==> config.mk <==
export PLATFORM = sky130hd
export DESIGN_NAME = shr_sequencer
export DESIGN_NICKNAME = d
export VERILOG_FILES = /design/src/design/shr_pkg.sv /design/src/design/shr_crc7.sv /design/src/design/shr_sequencer.sv
export SDC_FILE = /design/constraint.sdc
export NUM_CORES = 1
export LEC_CHECK = 0
export ABC_CLOCK_PERIOD_IN_PS = 3400
export BUFFER_PORTS_ARGS = -buffer_cell sky130_fd_sc_hd__buf_4
export CORE_MARGIN = 2
export CORE_UTILIZATION = 35
export CTS_BUF_LIST = sky130_fd_sc_hd__clkbuf_2 sky130_fd_sc_hd__clkbuf_4 sky130_fd_sc_hd__clkbuf_8
export DETAILED_ROUTE_END_ITERATION = 8
export GPL_ROUTABILITY_DRIVEN = 0
export PLACE_DENSITY = 0.53
export SYNTH_ARGS = -nofsm -noshare
export SYNTH_HDL_FRONTEND = slang
export SYNTH_SLANG_ARGS = --single-unit
==> constraint.sdc <==
create_clock -name sys_clk -period 3.4 [get_ports sys_clk]
set_input_delay 0.34 -clock sys_clk [delete_from_list [all_inputs] [get_ports sys_clk]]
set_output_delay 0.34 -clock sys_clk [all_outputs]
set_load 0.05 [all_outputs]
==> src/design/shr_pkg.sv <==
// Package: register map, field positions, reset values and timing for the sequencer
package shr_pkg;
    // Byte register addresses
    localparam logic [7:0] SHR_ADDR_SYSTEM_CONTROL_REG = 8'h10;
    localparam logic [7:0] SHR_ADDR_SYS_STAT = 8'h11;
    localparam logic [7:0] SHR_ADDR_RUN = 8'h21;
    localparam logic [7:0] SHR_ADDR_START = 8'h22;
    localparam logic [7:0] SHR_ADDR_STOP = 8'h23;
    localparam logic [7:0] SHR_ADDR_STAT = 8'h24;
    localparam logic [7:0] SHR_ADDR_TEMP = 8'h30;
    localparam logic [7:0] SHR_ADDR_HUM = 8'h33;
    // Field positions
    localparam int SHR_BIT_TEMP = 0;
    localparam int SHR_BIT_HUM = 1;
    localparam int SHR_BIT_LOW_POWER = 0;
    localparam int SHR_BIT_SW_RESET = 7;
    localparam int SHR_VALID_POS = 16;
    localparam int SHR_CRC_LSB = 17;
    // Reset values
    localparam logic SHR_LOW_POWER_RST = 1'b1;
    localparam logic [1:0] SHR_RUN_RST = 2'h0;
    // CRC-7 constants
    localparam int SHR_CRC_W = 7;
    localparam int SHR_PAYLOAD_W = 17;
    localparam logic [7:0] SHR_CRC_POLY = 8'h89;
    localparam logic [6:0] SHR_CRC_SEED = 7'h7F;
    // Timing, cycle counts at 10 MHz
    localparam int SHR_CLK_NS = 100;
    localparam int SHR_BOOT_NS = 1000;
    localparam int SHR_BOOT_CYC = (SHR_BOOT_NS + SHR_CLK_NS - 1) / SHR_CLK_NS;
    localparam int SHR_CONV_NS = 2000;
    localparam int SHR_CONV_CYC = (SHR_CONV_NS + SHR_CLK_NS - 1) / SHR_CLK_NS;

    typedef enum logic [1:0] {
        SHR_ST_STANDBY = 2'b00,
        SHR_ST_BOOT = 2'b01,
        SHR_ST_MEASURE = 2'b10,
        SHR_ST_ACTIVE = 2'b11
    } shr_state_e;

    // Register-port request
    typedef struct packed {
        logic wr;
        logic rd;
        logic [7:0] addr;
        logic [7:0] wdata;
    } shr_req_s;

    // Converter result pair
    typedef struct packed {
        logic [15:0] temp;
        logic [15:0] hum;
    } shr_data_s;
endpackage

==> src/design/shr_crc7.sv <==
// CRC-7 over a 17-bit payload, fully combinational
`timescale 1ns/100ps
module shr_crc7
    import shr_pkg::*;
(
    // Payload in, checksum out
    input wire logic [SHR_PAYLOAD_W-1:0] payload,
    output logic [SHR_CRC_W-1:0] crc
);
    localparam int W = SHR_PAYLOAD_W + SHR_CRC_W;

    logic [W-1:0] stage [0:SHR_PAYLOAD_W];

    // RULE_11: seed appended below
    assign stage[0] = {payload, SHR_CRC_SEED};

    genvar i;
    generate
        for (i = 0; i < SHR_PAYLOAD_W; i++) begin : g_div
            localparam int TOP = W - 1 - i;
            wire [W-1:0] pol_w = W'({SHR_CRC_POLY, {(W-8){1'b0}}} >> i);
            // RULE_11: divide MSB downward
            assign stage[i+1] = stage[i][TOP] ? (stage[i] ^ pol_w) : stage[i];
        end
    endgenerate

    // RULE_10: remainder is checksum
    assign crc = stage[SHR_PAYLOAD_W][SHR_CRC_W-1:0];
endmodule

==> src/design/shr_sequencer.sv <==
// Measurement sequencer, result registers and byte register port
`timescale 1ns/100ps
// Function
// RULE_01: Single-shot ignores the stop bit
// RULE_02: Start clears valid and boots
// RULE_03: Awake flag, then measuring bit; from standby the code raises both on the same edge when boot ends
// RULE_04: Single-shot end: valid, clear, standby
// RULE_05: Host keeps stop low for continuous
// RULE_06: Continuous keeps measuring, valid stays set
// RULE_07: Stop finishes current, updates, standby
// RULE_08: Control writes apply between measurements
// RULE_09: Word: data, valid, checksum layout
// RULE_10: CRC-7, poly 0x89, seed 0x7F
// RULE_11: Seed appended, divide from MSB
// RULE_12: Valid clears at start, sets done
// RULE_13: First byte read snapshots whole word
// RULE_14: Temperature word little-endian at 0x30
// RULE_15: Temperature unsigned kelvin, 1/64 LSB
// RULE_16: Humidity unsigned percent, 1/512 LSB
// RULE_17: Humidity word right after temperature
// RULE_18: Writing 0x03 to 0x22 starts both
// RULE_19: Host may read data bytes only
// RULE_20: Repeated start/stop act once per step
// RULE_21: Start bit per sensor, 01/10/11
// RULE_22: Idle step goes standby unless disabled
// RULE_23: Combined step stays awake until both
module shr_sequencer
    import shr_pkg::*;
#(
    parameter int BOOT_CYC = SHR_BOOT_CYC,
    parameter int CONV_CYC = SHR_CONV_CYC
) (
    // Clock and reset
    input wire logic sys_clk,
    input wire logic rstn,
    // Register port from the serial slave
    input wire shr_req_s req,
    output logic [7:0] rdata,
    output logic wr_ack,
    // Converter results, raw fixed-point
    input wire shr_data_s conv_data,
    // Status outputs
    output logic system_awake_flag,
    output logic [1:0] measuring
);
    logic rst_meta_q, rst_sync_q;
    always_ff @(posedge sys_clk or negedge rstn) begin
        if (!rstn) begin
            rst_meta_q <= 1'b0;
            rst_sync_q <= 1'b0;
        end else begin
            rst_meta_q <= 1'b1;
            rst_sync_q <= rst_meta_q;
        end
    end
    wire rst_n = rst_sync_q;

    shr_state_e state_q, state_d;
    logic [15:0] cnt_q, cnt_d;
    logic low_power_q;
    logic [1:0] run_q, start_q, stop_q, step_q, step_d;
    logic [1:0] valid_q;
    logic [15:0] tdata_q, hdata_q;
    logic [23:0] buf_q [0:1];
    logic [7:0] rdata_q;
    logic sw_reset_q;

    // Register decode
    wire wr_ctrl = req.wr && req.addr == SHR_ADDR_SYSTEM_CONTROL_REG;
    wire wr_run = req.wr && req.addr == SHR_ADDR_RUN;
    wire wr_start = req.wr && req.addr == SHR_ADDR_START;
    wire wr_stop = req.wr && req.addr == SHR_ADDR_STOP;
    wire wr_ok = wr_ctrl | wr_run | wr_start | wr_stop;
    wire busy = state_q == SHR_ST_BOOT || state_q == SHR_ST_MEASURE;
    wire cnt_done = cnt_q == 16'h0000;
    wire meas_done = state_q == SHR_ST_MEASURE && cnt_done;

    // Next step: continuous sensors without stop, plus fresh starts
    wire [1:0] cont_again = step_q & run_q & ~stop_q;
    // RULE_20: pending start acts once
    wire [1:0] next_step = cont_again | start_q;

    // Measurement words with checksum
    logic [6:0] crc_tv, crc_hv;
    shr_crc7 u_crc_tv (.payload({valid_q[SHR_BIT_TEMP], tdata_q}), .crc(crc_tv));
    shr_crc7 u_crc_hv (.payload({valid_q[SHR_BIT_HUM], hdata_q}), .crc(crc_hv));
    // RULE_09: checksum, valid, data
    wire [23:0] word_t = {crc_tv, valid_q[SHR_BIT_TEMP], tdata_q};
    wire [23:0] word_h = {crc_hv, valid_q[SHR_BIT_HUM], hdata_q};

    // Sequencer
    always_comb begin
        state_d = state_q;
        cnt_d = (cnt_q == 16'h0000) ? cnt_q : cnt_q - 16'h0001;
        step_d = step_q;
        case (state_q)
            SHR_ST_STANDBY, SHR_ST_ACTIVE: begin
                if (start_q != 2'b00) begin
                    step_d = start_q;
                    // RULE_02: start boots from standby
                    state_d = (state_q == SHR_ST_STANDBY) ? SHR_ST_BOOT : SHR_ST_MEASURE;
                    cnt_d = (state_q == SHR_ST_STANDBY) ? 16'(BOOT_CYC - 1) : 16'(CONV_CYC - 1);
                end else if (state_q == SHR_ST_ACTIVE && low_power_q) begin
                    state_d = SHR_ST_STANDBY;
                end else if (state_q == SHR_ST_STANDBY && !low_power_q) begin
                    state_d = SHR_ST_ACTIVE;
                end
            end
            SHR_ST_BOOT: begin
                // RULE_03: boot end raises awake and measuring on the same edge
                if (cnt_done) begin
                    state_d = SHR_ST_MEASURE;
                    cnt_d = 16'(CONV_CYC - 1);
                end
            end
            SHR_ST_MEASURE: begin
                // RULE_23: both sensors end together
                if (cnt_done) begin
                    if (next_step != 2'b00) begin
                        // RULE_06: continuous restarts at once
                        step_d = next_step;
                        cnt_d = 16'(CONV_CYC - 1);
                    end else begin
                        // RULE_22: standby unless low power off
                        step_d = 2'b00;
                        state_d = low_power_q ? SHR_ST_STANDBY : SHR_ST_ACTIVE;
                    end
                end
            end
            default: state_d = SHR_ST_STANDBY;
        endcase
    end

    wire step_begin = (state_q == SHR_ST_STANDBY || state_q == SHR_ST_ACTIVE) && start_q != 2'b00;
    wire [1:0] started = step_begin ? start_q : (meas_done ? next_step & ~step_q : 2'b00);
    // Start bits still pending once the sequencer has taken its share
    wire [1:0] start_pend = (meas_done || step_begin) ? 2'b00 : start_q;
    // Sensors of the running step; a start for them must not queue a rerun
    wire [1:0] in_step = busy ? step_q : 2'b00;

    always_ff @(posedge sys_clk or negedge rst_n) begin
        if (!rst_n) begin
            state_q <= SHR_ST_STANDBY;
            cnt_q <= 16'h0000;
            step_q <= 2'b00;
        end else if (sw_reset_q) begin
            state_q <= SHR_ST_STANDBY;
            cnt_q <= 16'h0000;
            step_q <= 2'b00;
        end else begin
            state_q <= state_d;
            cnt_q <= cnt_d;
            step_q <= step_d;
        end
    end

    // Control registers
    always_ff @(posedge sys_clk or negedge rst_n) begin
        if (!rst_n) begin
            low_power_q <= SHR_LOW_POWER_RST;
            run_q <= SHR_RUN_RST;
            start_q <= 2'b00;
            stop_q <= 2'b00;
            sw_reset_q <= 1'b0;
        end else if (sw_reset_q) begin
            low_power_q <= SHR_LOW_POWER_RST;
            run_q <= SHR_RUN_RST;
            start_q <= 2'b00;
            stop_q <= 2'b00;
            sw_reset_q <= 1'b0;
        end else begin
            sw_reset_q <= wr_ctrl && req.wdata[SHR_BIT_SW_RESET];
            if (wr_ctrl) begin
                low_power_q <= req.wdata[SHR_BIT_LOW_POWER];
            end
            // RULE_08: run mode latched between steps
            if (wr_run && !busy) begin
                run_q <= req.wdata[1:0];
            end
            if (meas_done) begin
                // RULE_04: clear start, and stop of the sensors in this step
                // RULE_07: stop ends after this one
                start_q <= 2'b00;
                stop_q <= stop_q & ~step_q;
            end else if (step_begin) begin
                start_q <= 2'b00;
            end
            // RULE_21: one start bit per sensor
            // RULE_18: 0x03 starts both
            // RULE_20: restart of a running sensor dropped
            if (wr_start) begin
                start_q <= start_pend | (req.wdata[1:0] & ~in_step);
            end
            // RULE_01: stop ignored in single-shot
            if (wr_stop) begin
                stop_q <= (meas_done ? stop_q & ~step_q : stop_q) | (req.wdata[1:0] & run_q);
            end
        end
    end

    // Results and valid flags
    always_ff @(posedge sys_clk or negedge rst_n) begin
        if (!rst_n) begin
            valid_q <= 2'b00;
            tdata_q <= 16'h0000;
            hdata_q <= 16'h0000;
        end else begin
            // RULE_15: raw kelvin, 1/64 LSB
            if (meas_done && step_q[SHR_BIT_TEMP]) begin
                tdata_q <= conv_data.temp;
            end
            // RULE_16: raw percent, 1/512 LSB
            if (meas_done && step_q[SHR_BIT_HUM]) begin
                hdata_q <= conv_data.hum;
            end
            // RULE_12: set at done, clear at start
            valid_q <= (valid_q | (meas_done ? step_q : 2'b00)) & ~started;
        end
    end

    // RULE_13: first byte snapshots word
    wire snap_t = req.rd && req.addr == SHR_ADDR_TEMP;
    wire snap_h = req.rd && req.addr == SHR_ADDR_HUM;
    always_ff @(posedge sys_clk or negedge rst_n) begin
        if (!rst_n) begin
            buf_q[0] <= 24'h000000;
            buf_q[1] <= 24'h000000;
        end else begin
            if (snap_t) begin
                buf_q[0] <= word_t;
            end
            if (snap_h) begin
                buf_q[1] <= word_h;
            end
        end
    end

    // Read mux; reserved addresses read zero
    logic [7:0] rd_mux;
    always_comb begin
        case (req.addr)
            SHR_ADDR_SYSTEM_CONTROL_REG: rd_mux = {7'h00, low_power_q};
            SHR_ADDR_SYS_STAT: rd_mux = {7'h00, system_awake_flag};
            SHR_ADDR_RUN: rd_mux = {6'h00, run_q};
            SHR_ADDR_STAT: rd_mux = {6'h00, measuring};
            // RULE_14: little-endian bytes
            SHR_ADDR_TEMP: rd_mux = word_t[7:0];
            SHR_ADDR_TEMP + 8'h01: rd_mux = buf_q[0][15:8];
            SHR_ADDR_TEMP + 8'h02: rd_mux = buf_q[0][23:16];
            // RULE_17: humidity follows temperature
            SHR_ADDR_HUM: rd_mux = word_h[7:0];
            SHR_ADDR_HUM + 8'h01: rd_mux = buf_q[1][15:8];
            SHR_ADDR_HUM + 8'h02: rd_mux = buf_q[1][23:16];
            default: rd_mux = 8'h00;
        endcase
    end

    always_ff @(posedge sys_clk or negedge rst_n) begin
        if (!rst_n) begin
            rdata_q <= 8'h00;
        end else if (req.rd) begin
            rdata_q <= rd_mux;
        end
    end

    assign rdata = rdata_q;
    assign wr_ack = wr_ok;
    // RULE_03: awake outside standby and boot
    assign system_awake_flag = state_q == SHR_ST_MEASURE || state_q == SHR_ST_ACTIVE;
    assign measuring = (state_q == SHR_ST_MEASURE) ? step_q : 2'b00;
endmodule

# After elaboration in Yosys (flattened, before gate mapping)
# Cells that the tools add are included.
# W data, S select, Z words.
totals:
  ff_bits: 120
  output_inout_bits: 12
  elab_cells: 196
classes:
  n_addsub: 1
  eq_ne: 20
  mux: 76
  bitwise_logic: 52
  reduce_logical: 31
op_table:
  columns: ["op", "n"]
  rows:
  - ["$mux W16", 8]
  - ["$eq A8 B6 Y1 const B", 10]
  - ["$pmux W8 S10", 1]
  - ["$not A2 Y2", 38]
  - ["$mux W2", 28]
  - ["$pmux W16 S3", 1]
  - ["$mux W20", 2]
  - ["$mux W19", 2]
  - ["$mux W18", 2]
  - ["$mux W17", 2]
  - ["$mux W15", 2]
  - ["$mux W14", 2]
  - ["$mux W13", 2]
  - ["$mux W12", 2]
  - ["$mux W11", 2]
  - ["$mux W10", 2]
  - ["$mux W9", 2]
  - ["$eq A8 B5 Y1 const B", 2]
  - ["$logic_not A16 Y1", 1]
  - ["$mux W8", 2]
  - ["$sub A16 B1 Y16 const B", 1]
  - ["$mux W5", 3]
  - ["$and A2 B2 Y2", 7]
  - ["$logic_and A1 B1 Y1", 14]
  - ["other kinds (21)", 42]

# Depth between registers and ports, before layout
depth:
  depth_word: 34
  depth_mapped: 10
  mapped_depth_nobuf: 9

# By module
# Synthesis repeated with hierarchy kept, for this count alone.
hier_totals:
  hier_cells: 507
  area_unflattened_um2: 5768.0
modules_own_cells:
  columns: ["module", "instances", "cells_per_inst", "area_per_inst_um2", "seq_area_each_um2"]
  rows:
  - ["shr_sequencer", 1, 457, 5212.5, 2603.7]
  - ["shr_crc7", 2, 25, 277.8, 0.0]

# Least setup slack after synthesis
# Ideal clock, no wire load.
synth_path:
  kind: "in2out"
  start: "input port req[8] (netlist bit)"
  end: "output port wr_ack"
  t_arrival_ns: 1.859
  required_time_ns: 3.060
  setup_slack_ns: 1.201
  stages: 5
  path_buffers: 3
  path_cell_list: "buf_2 > buf_2 > buf_2 > o21ai_0 > a21oi_1"
synth_between:
  elab_chain_cells: 5
synth_rtl:
  columns: ["item", "line", "source"]
  rows:
  - ["start, declared", "shr_sequencer.sv:37", "input wire shr_req_s req,"]
  - ["$eq A8 B5 Y1 / $eq A8 B6 Y1 (equally long branches)", "shr_sequencer.sv:69, shr_sequencer.sv:70", null]
  - ["$logic_and A1 B1 Y1, on equally long branches", "shr_sequencer.sv:69, shr_sequencer.sv:70", null]
  - ["$or A1 B1 Y1 (2 in series)", "shr_sequencer.sv:73", "wire wr_ok = wr_ctrl | wr_run | wr_start | wr_stop;"]
  - ["$or A1 B1 Y1 (*)", "shr_sequencer.sv:73", null]
  - ["end, declared", "shr_sequencer.sv:39", "output logic wr_ack,"]
# Mark *: on every way between the ends. The rest lies on a longest branch, timed or not.

# Worst setup path in the final report
layout_path:
  start: "register state_q[0]"
  end: "register state_q[1]"
layout_between:
  elab_chain_cells: 6
layout_rtl:
  columns: ["item", "line", "source"]
  rows:
  - ["start, declared", "shr_sequencer.sv:58", "shr_state_e state_q, state_d;"]
  - ["start signal, assigned", "shr_sequencer.sv:151", "state_q <= state_d;"]
  - ["$eq A2 B2 Y1", "shr_sequencer.sv:96, shr_sequencer.sv:103", null]
  - ["$logic_and A1 B1 Y1", "shr_sequencer.sv:103", "end else if (state_q == SHR_ST_ACTIVE && low_power_q) begin"]
  - ["$mux W2", "shr_sequencer.sv:103", null]
  - ["$mux W2", "shr_sequencer.sv:98", "if (start_q != 2'b00) begin"]
  - ["$pmux W2 S3", "shr_sequencer.sv:96", "case (state_q)"]
  - ["$mux W2", "shr_sequencer.sv:146", "end else if (sw_reset_q) begin"]
# Several ways; a longest one is shown, not always the timed one.
# A chain may end at the register's enable or synchronous reset.

==> flow_summary.toml <==
[run_status]
status = "finished clean"

[synth]
yosys_warnings = 0
synthXorXnorAreaFrac = 0.100
synth_top_family_by_area = "simple AND/OR/NAND/NOR gates"
synth_top_cell_area_share = 0.450
synth-adder-area-share = 0.0153
synth-compound-area-share = 0.106
syn_avg_cell_area_um2 = 10.7
syn_area_um2 = 5720
yosys-top-cells-count = "dfrtp_1 (103), mux2_2 (55), xnor2_1 (46)"
synthArstFlopShare = 1.00
synth_mux_area_frac = 0.133
synth_ff_type = "dfrtp_1"
yosys.area_share.simple = 0.151
syn_nets = 594
synth-edff-count = 0
synth_cells = 535
ys_seq_area_frac = 0.455
yosysMostFrequentCell = "dfrtp_1"
synth_area_leaders = "dfrtp_1 (45%), mux2_2 (11%), xnor2_1 (7.0%), nor2_1 (2.6%), xor2_1 (2.6%)"
synth-seq-cells = 104
yosysUniqueCellTypes = 62
yosys.area.top_type = "dfrtp_1"

[timing]
setup_viol = 0
worst_pin_slew_ps = 793
hold_violations = 0
finClkSkew_ps = 20.7
setup-tns-final_ps = 0
clock.fmax_ghz = 0.413
rsz0062_at_grt = "false"
slew_viol_final = 0
fin_crit_ps = 2420
finalCritPeriodShare = 0.713
timing.slew.headroom = 0.469

[min_path]
hold_class = "in -> reg"
hold_depth = 2
min_to = "hdata_q[9]$_DFFE_PN0P_"
hold_start = "conv_data[9]"

[clock_tree]
cts_max_path_buffers = 2
clk_latency_ps = 400
cts_htree_levels = 3
path_clk_slew_ps = 110
cts-root-buf = "clkbuf_8"
cts_buffers = 9
cts_tree = "yes"
clock_sinks = 104

[die]
die_w_um = 132
rows = 46
ios = 64
die_h_um = 132
fp.coreArea_um2 = 15900
fp.dieArea_um2 = 17400
initial_utilization = 0.359

[critical_path]
crit_arrival_ps = 2740
worst_setup_path_end_kind = "flip-flop"
r2r_cells = 7
r2r_start = "state_q[0]$_DFFE_PN0P_"
reg2reg_slack_ps = 980
cp.required_ps = 3720
cp_max_fo = 16
start_kind = "flip-flop"
worstReg2RegEnd = "state_q[1]$_DFFE_PN0P_"
worstSetupPathType = "reg -> reg"

[detailed_routing]
routedWlPerCell_um = 17.1
first_iter_violations = 281
drc = 0
wl_mm = 13.8
firstDrtPassIters = 5
vias = 4232
viasPerCell = 5.26
postRouteAntennaNets = 0

[global_routing]
antenna_found_initial = 0
grt_usage = 0.166
globalRouteOverflowTotal = 0
grt_pass1_vias = 4406
grt_max_degree = 54
grt_first_pass_wirelength_mm = 23.2

[placement]
dp_hpwl_mm = 10.1
io_buffers = 58

[layout]
layout.nets = 642
fillCellCount = 1596
n_antenna_cell = 0
syn_to_final_growth_pct = 14.1
drive_above_1_share = 0.247

[pwr]
p_total_w = 0.00419
ir_worst_vdd_uv = 300
powerDensity_nw_per_um2 = 642
p_leak_nw = 2.93

[run]
maxCapViolCount = 0
flip-flops by register name, indices dropped and copies added (netlist names):
signal / cells
buf_q: 32
cnt_q: 16
hdata_q: 16
low_power_q: 1
rdata: 8
rst_meta_q: 1
rst_n: 1
run_q: 2
start_q: 2
state_q: 2
step_q: 2
stop_q: 2
sw_reset_q: 1
tdata_q: 16
valid_q: 2
routing by layer:
metal | routed length [um] | track usage | part of all wire
met4 | 177 | 0.0525 | 0.013
met2 | 6620 | 0.273 | 0.48
met3 | 512 | 0.0338 | 0.037
met5 | 0 | 0 | 0
met1 | 6450 | 0.219 | 0.47
layout make-up:
cell class / count / area (um2) / area share
Clock buffer: 12 / 146 / 0.0224
Sequential cell: 104 / 2610 / 0.400
Tap cell: 216 / 270 / 0.0414
Inverter: 21 / 78.8 / 0.0121
Clock inverter: 4 / 36.3 / 0.00556
Multi-Input combinational cell: 384 / 2900 / 0.444
Timing Repair Buffer: 63 / 488 / 0.0748
what timing repair did:
action / in CTS / in global routing
setup buffers: 0 / 0
hold endpoints to repair: 2 / 0
gates resized for setup: 0 / 0
hold buffers: 1 / 0
how the worst max path moves through the flow:
stage                                      start  cells past startpoint  slack (ps)                      to
final                     state_q[0]$_DFFE_PN0P_                      7         980  state_q[1]$_DFFE_PN0P_
after global routing      state_q[0]$_DFFE_PN0P_                      7         750      cnt_q[6]$_DFF_PN0_
after CTS                 state_q[0]$_DFFE_PN0P_                      7        1000     cnt_q[12]$_DFF_PN0_
after detailed placement                 req[14]                      5         930   buf_q[33]$_DFFE_PN0P_
after global placement                   req[14]                      5         960   buf_q[35]$_DFFE_PN0P_
after floorplan                  rst_n$_DFF_PN0_                      0         290   buf_q[10]$_DFFE_PN0P_
logic make-up after synthesis:
family / after synthesis
other: 1
AO/OA/AOI/OAI: 90
multiplexers: 69
flip-flops: 104
adder cells (fa/ha/maj): 7
AND/OR/NAND/NOR: 153
XOR/XNOR: 64
buffers and inverters: 47
critical path, stage by stage, from the launching register on:
cell and delay (ps):
dfrtp_1 390, inv_1 90, ha_1 510, nor3_1 670, a22oi_1 140, or2_0 240
a21oi_1 130, a32o_1 190
through the flow:
stage / setup slack, ps / area, um2 / instances / utilization / hold slack (ps)
after floorplan: 290 / 5720 / 535 / - / 44.4
after global placement: 958 / 6330 / 787 / 0.397 / 123
after detailed placement: 927 / 6330 / 787 / 0.397 / 125
after CTS: 999 / 6530 / 804 / 0.409 / 146
after global routing: 753 / 6530 / 804 / 0.409 / 153
final: 977 / 6530 / 804 / 0.409 / 163
cells in the final DEF (no fill, tap or decap), drive strengths merged, types with 7 or more instances in the layout:
master / instances
a21oi: 17
buf: 62
clkbuf: 12
dfrtp: 103
ha: 7
inv: 24
mux2: 58
mux2i: 11
nand2: 25
nand3: 11
nand4: 10
nor2: 42
nor3: 20
nor4: 7
o21ai: 22
o22ai: 8
xnor2: 46
xor2: 17
power by group:
group          leakage, nW  total, W  switching, W  internal, W
logic                 1.42   0.00177      0.000971     0.000794
clock network       0.0938  0.000755      0.000453     0.000302
registers             1.42   0.00167      0.000236      0.00143
total                 2.93   0.00419       0.00166      0.00253
No activity file was read; power rests on OpenSTA's default activity.
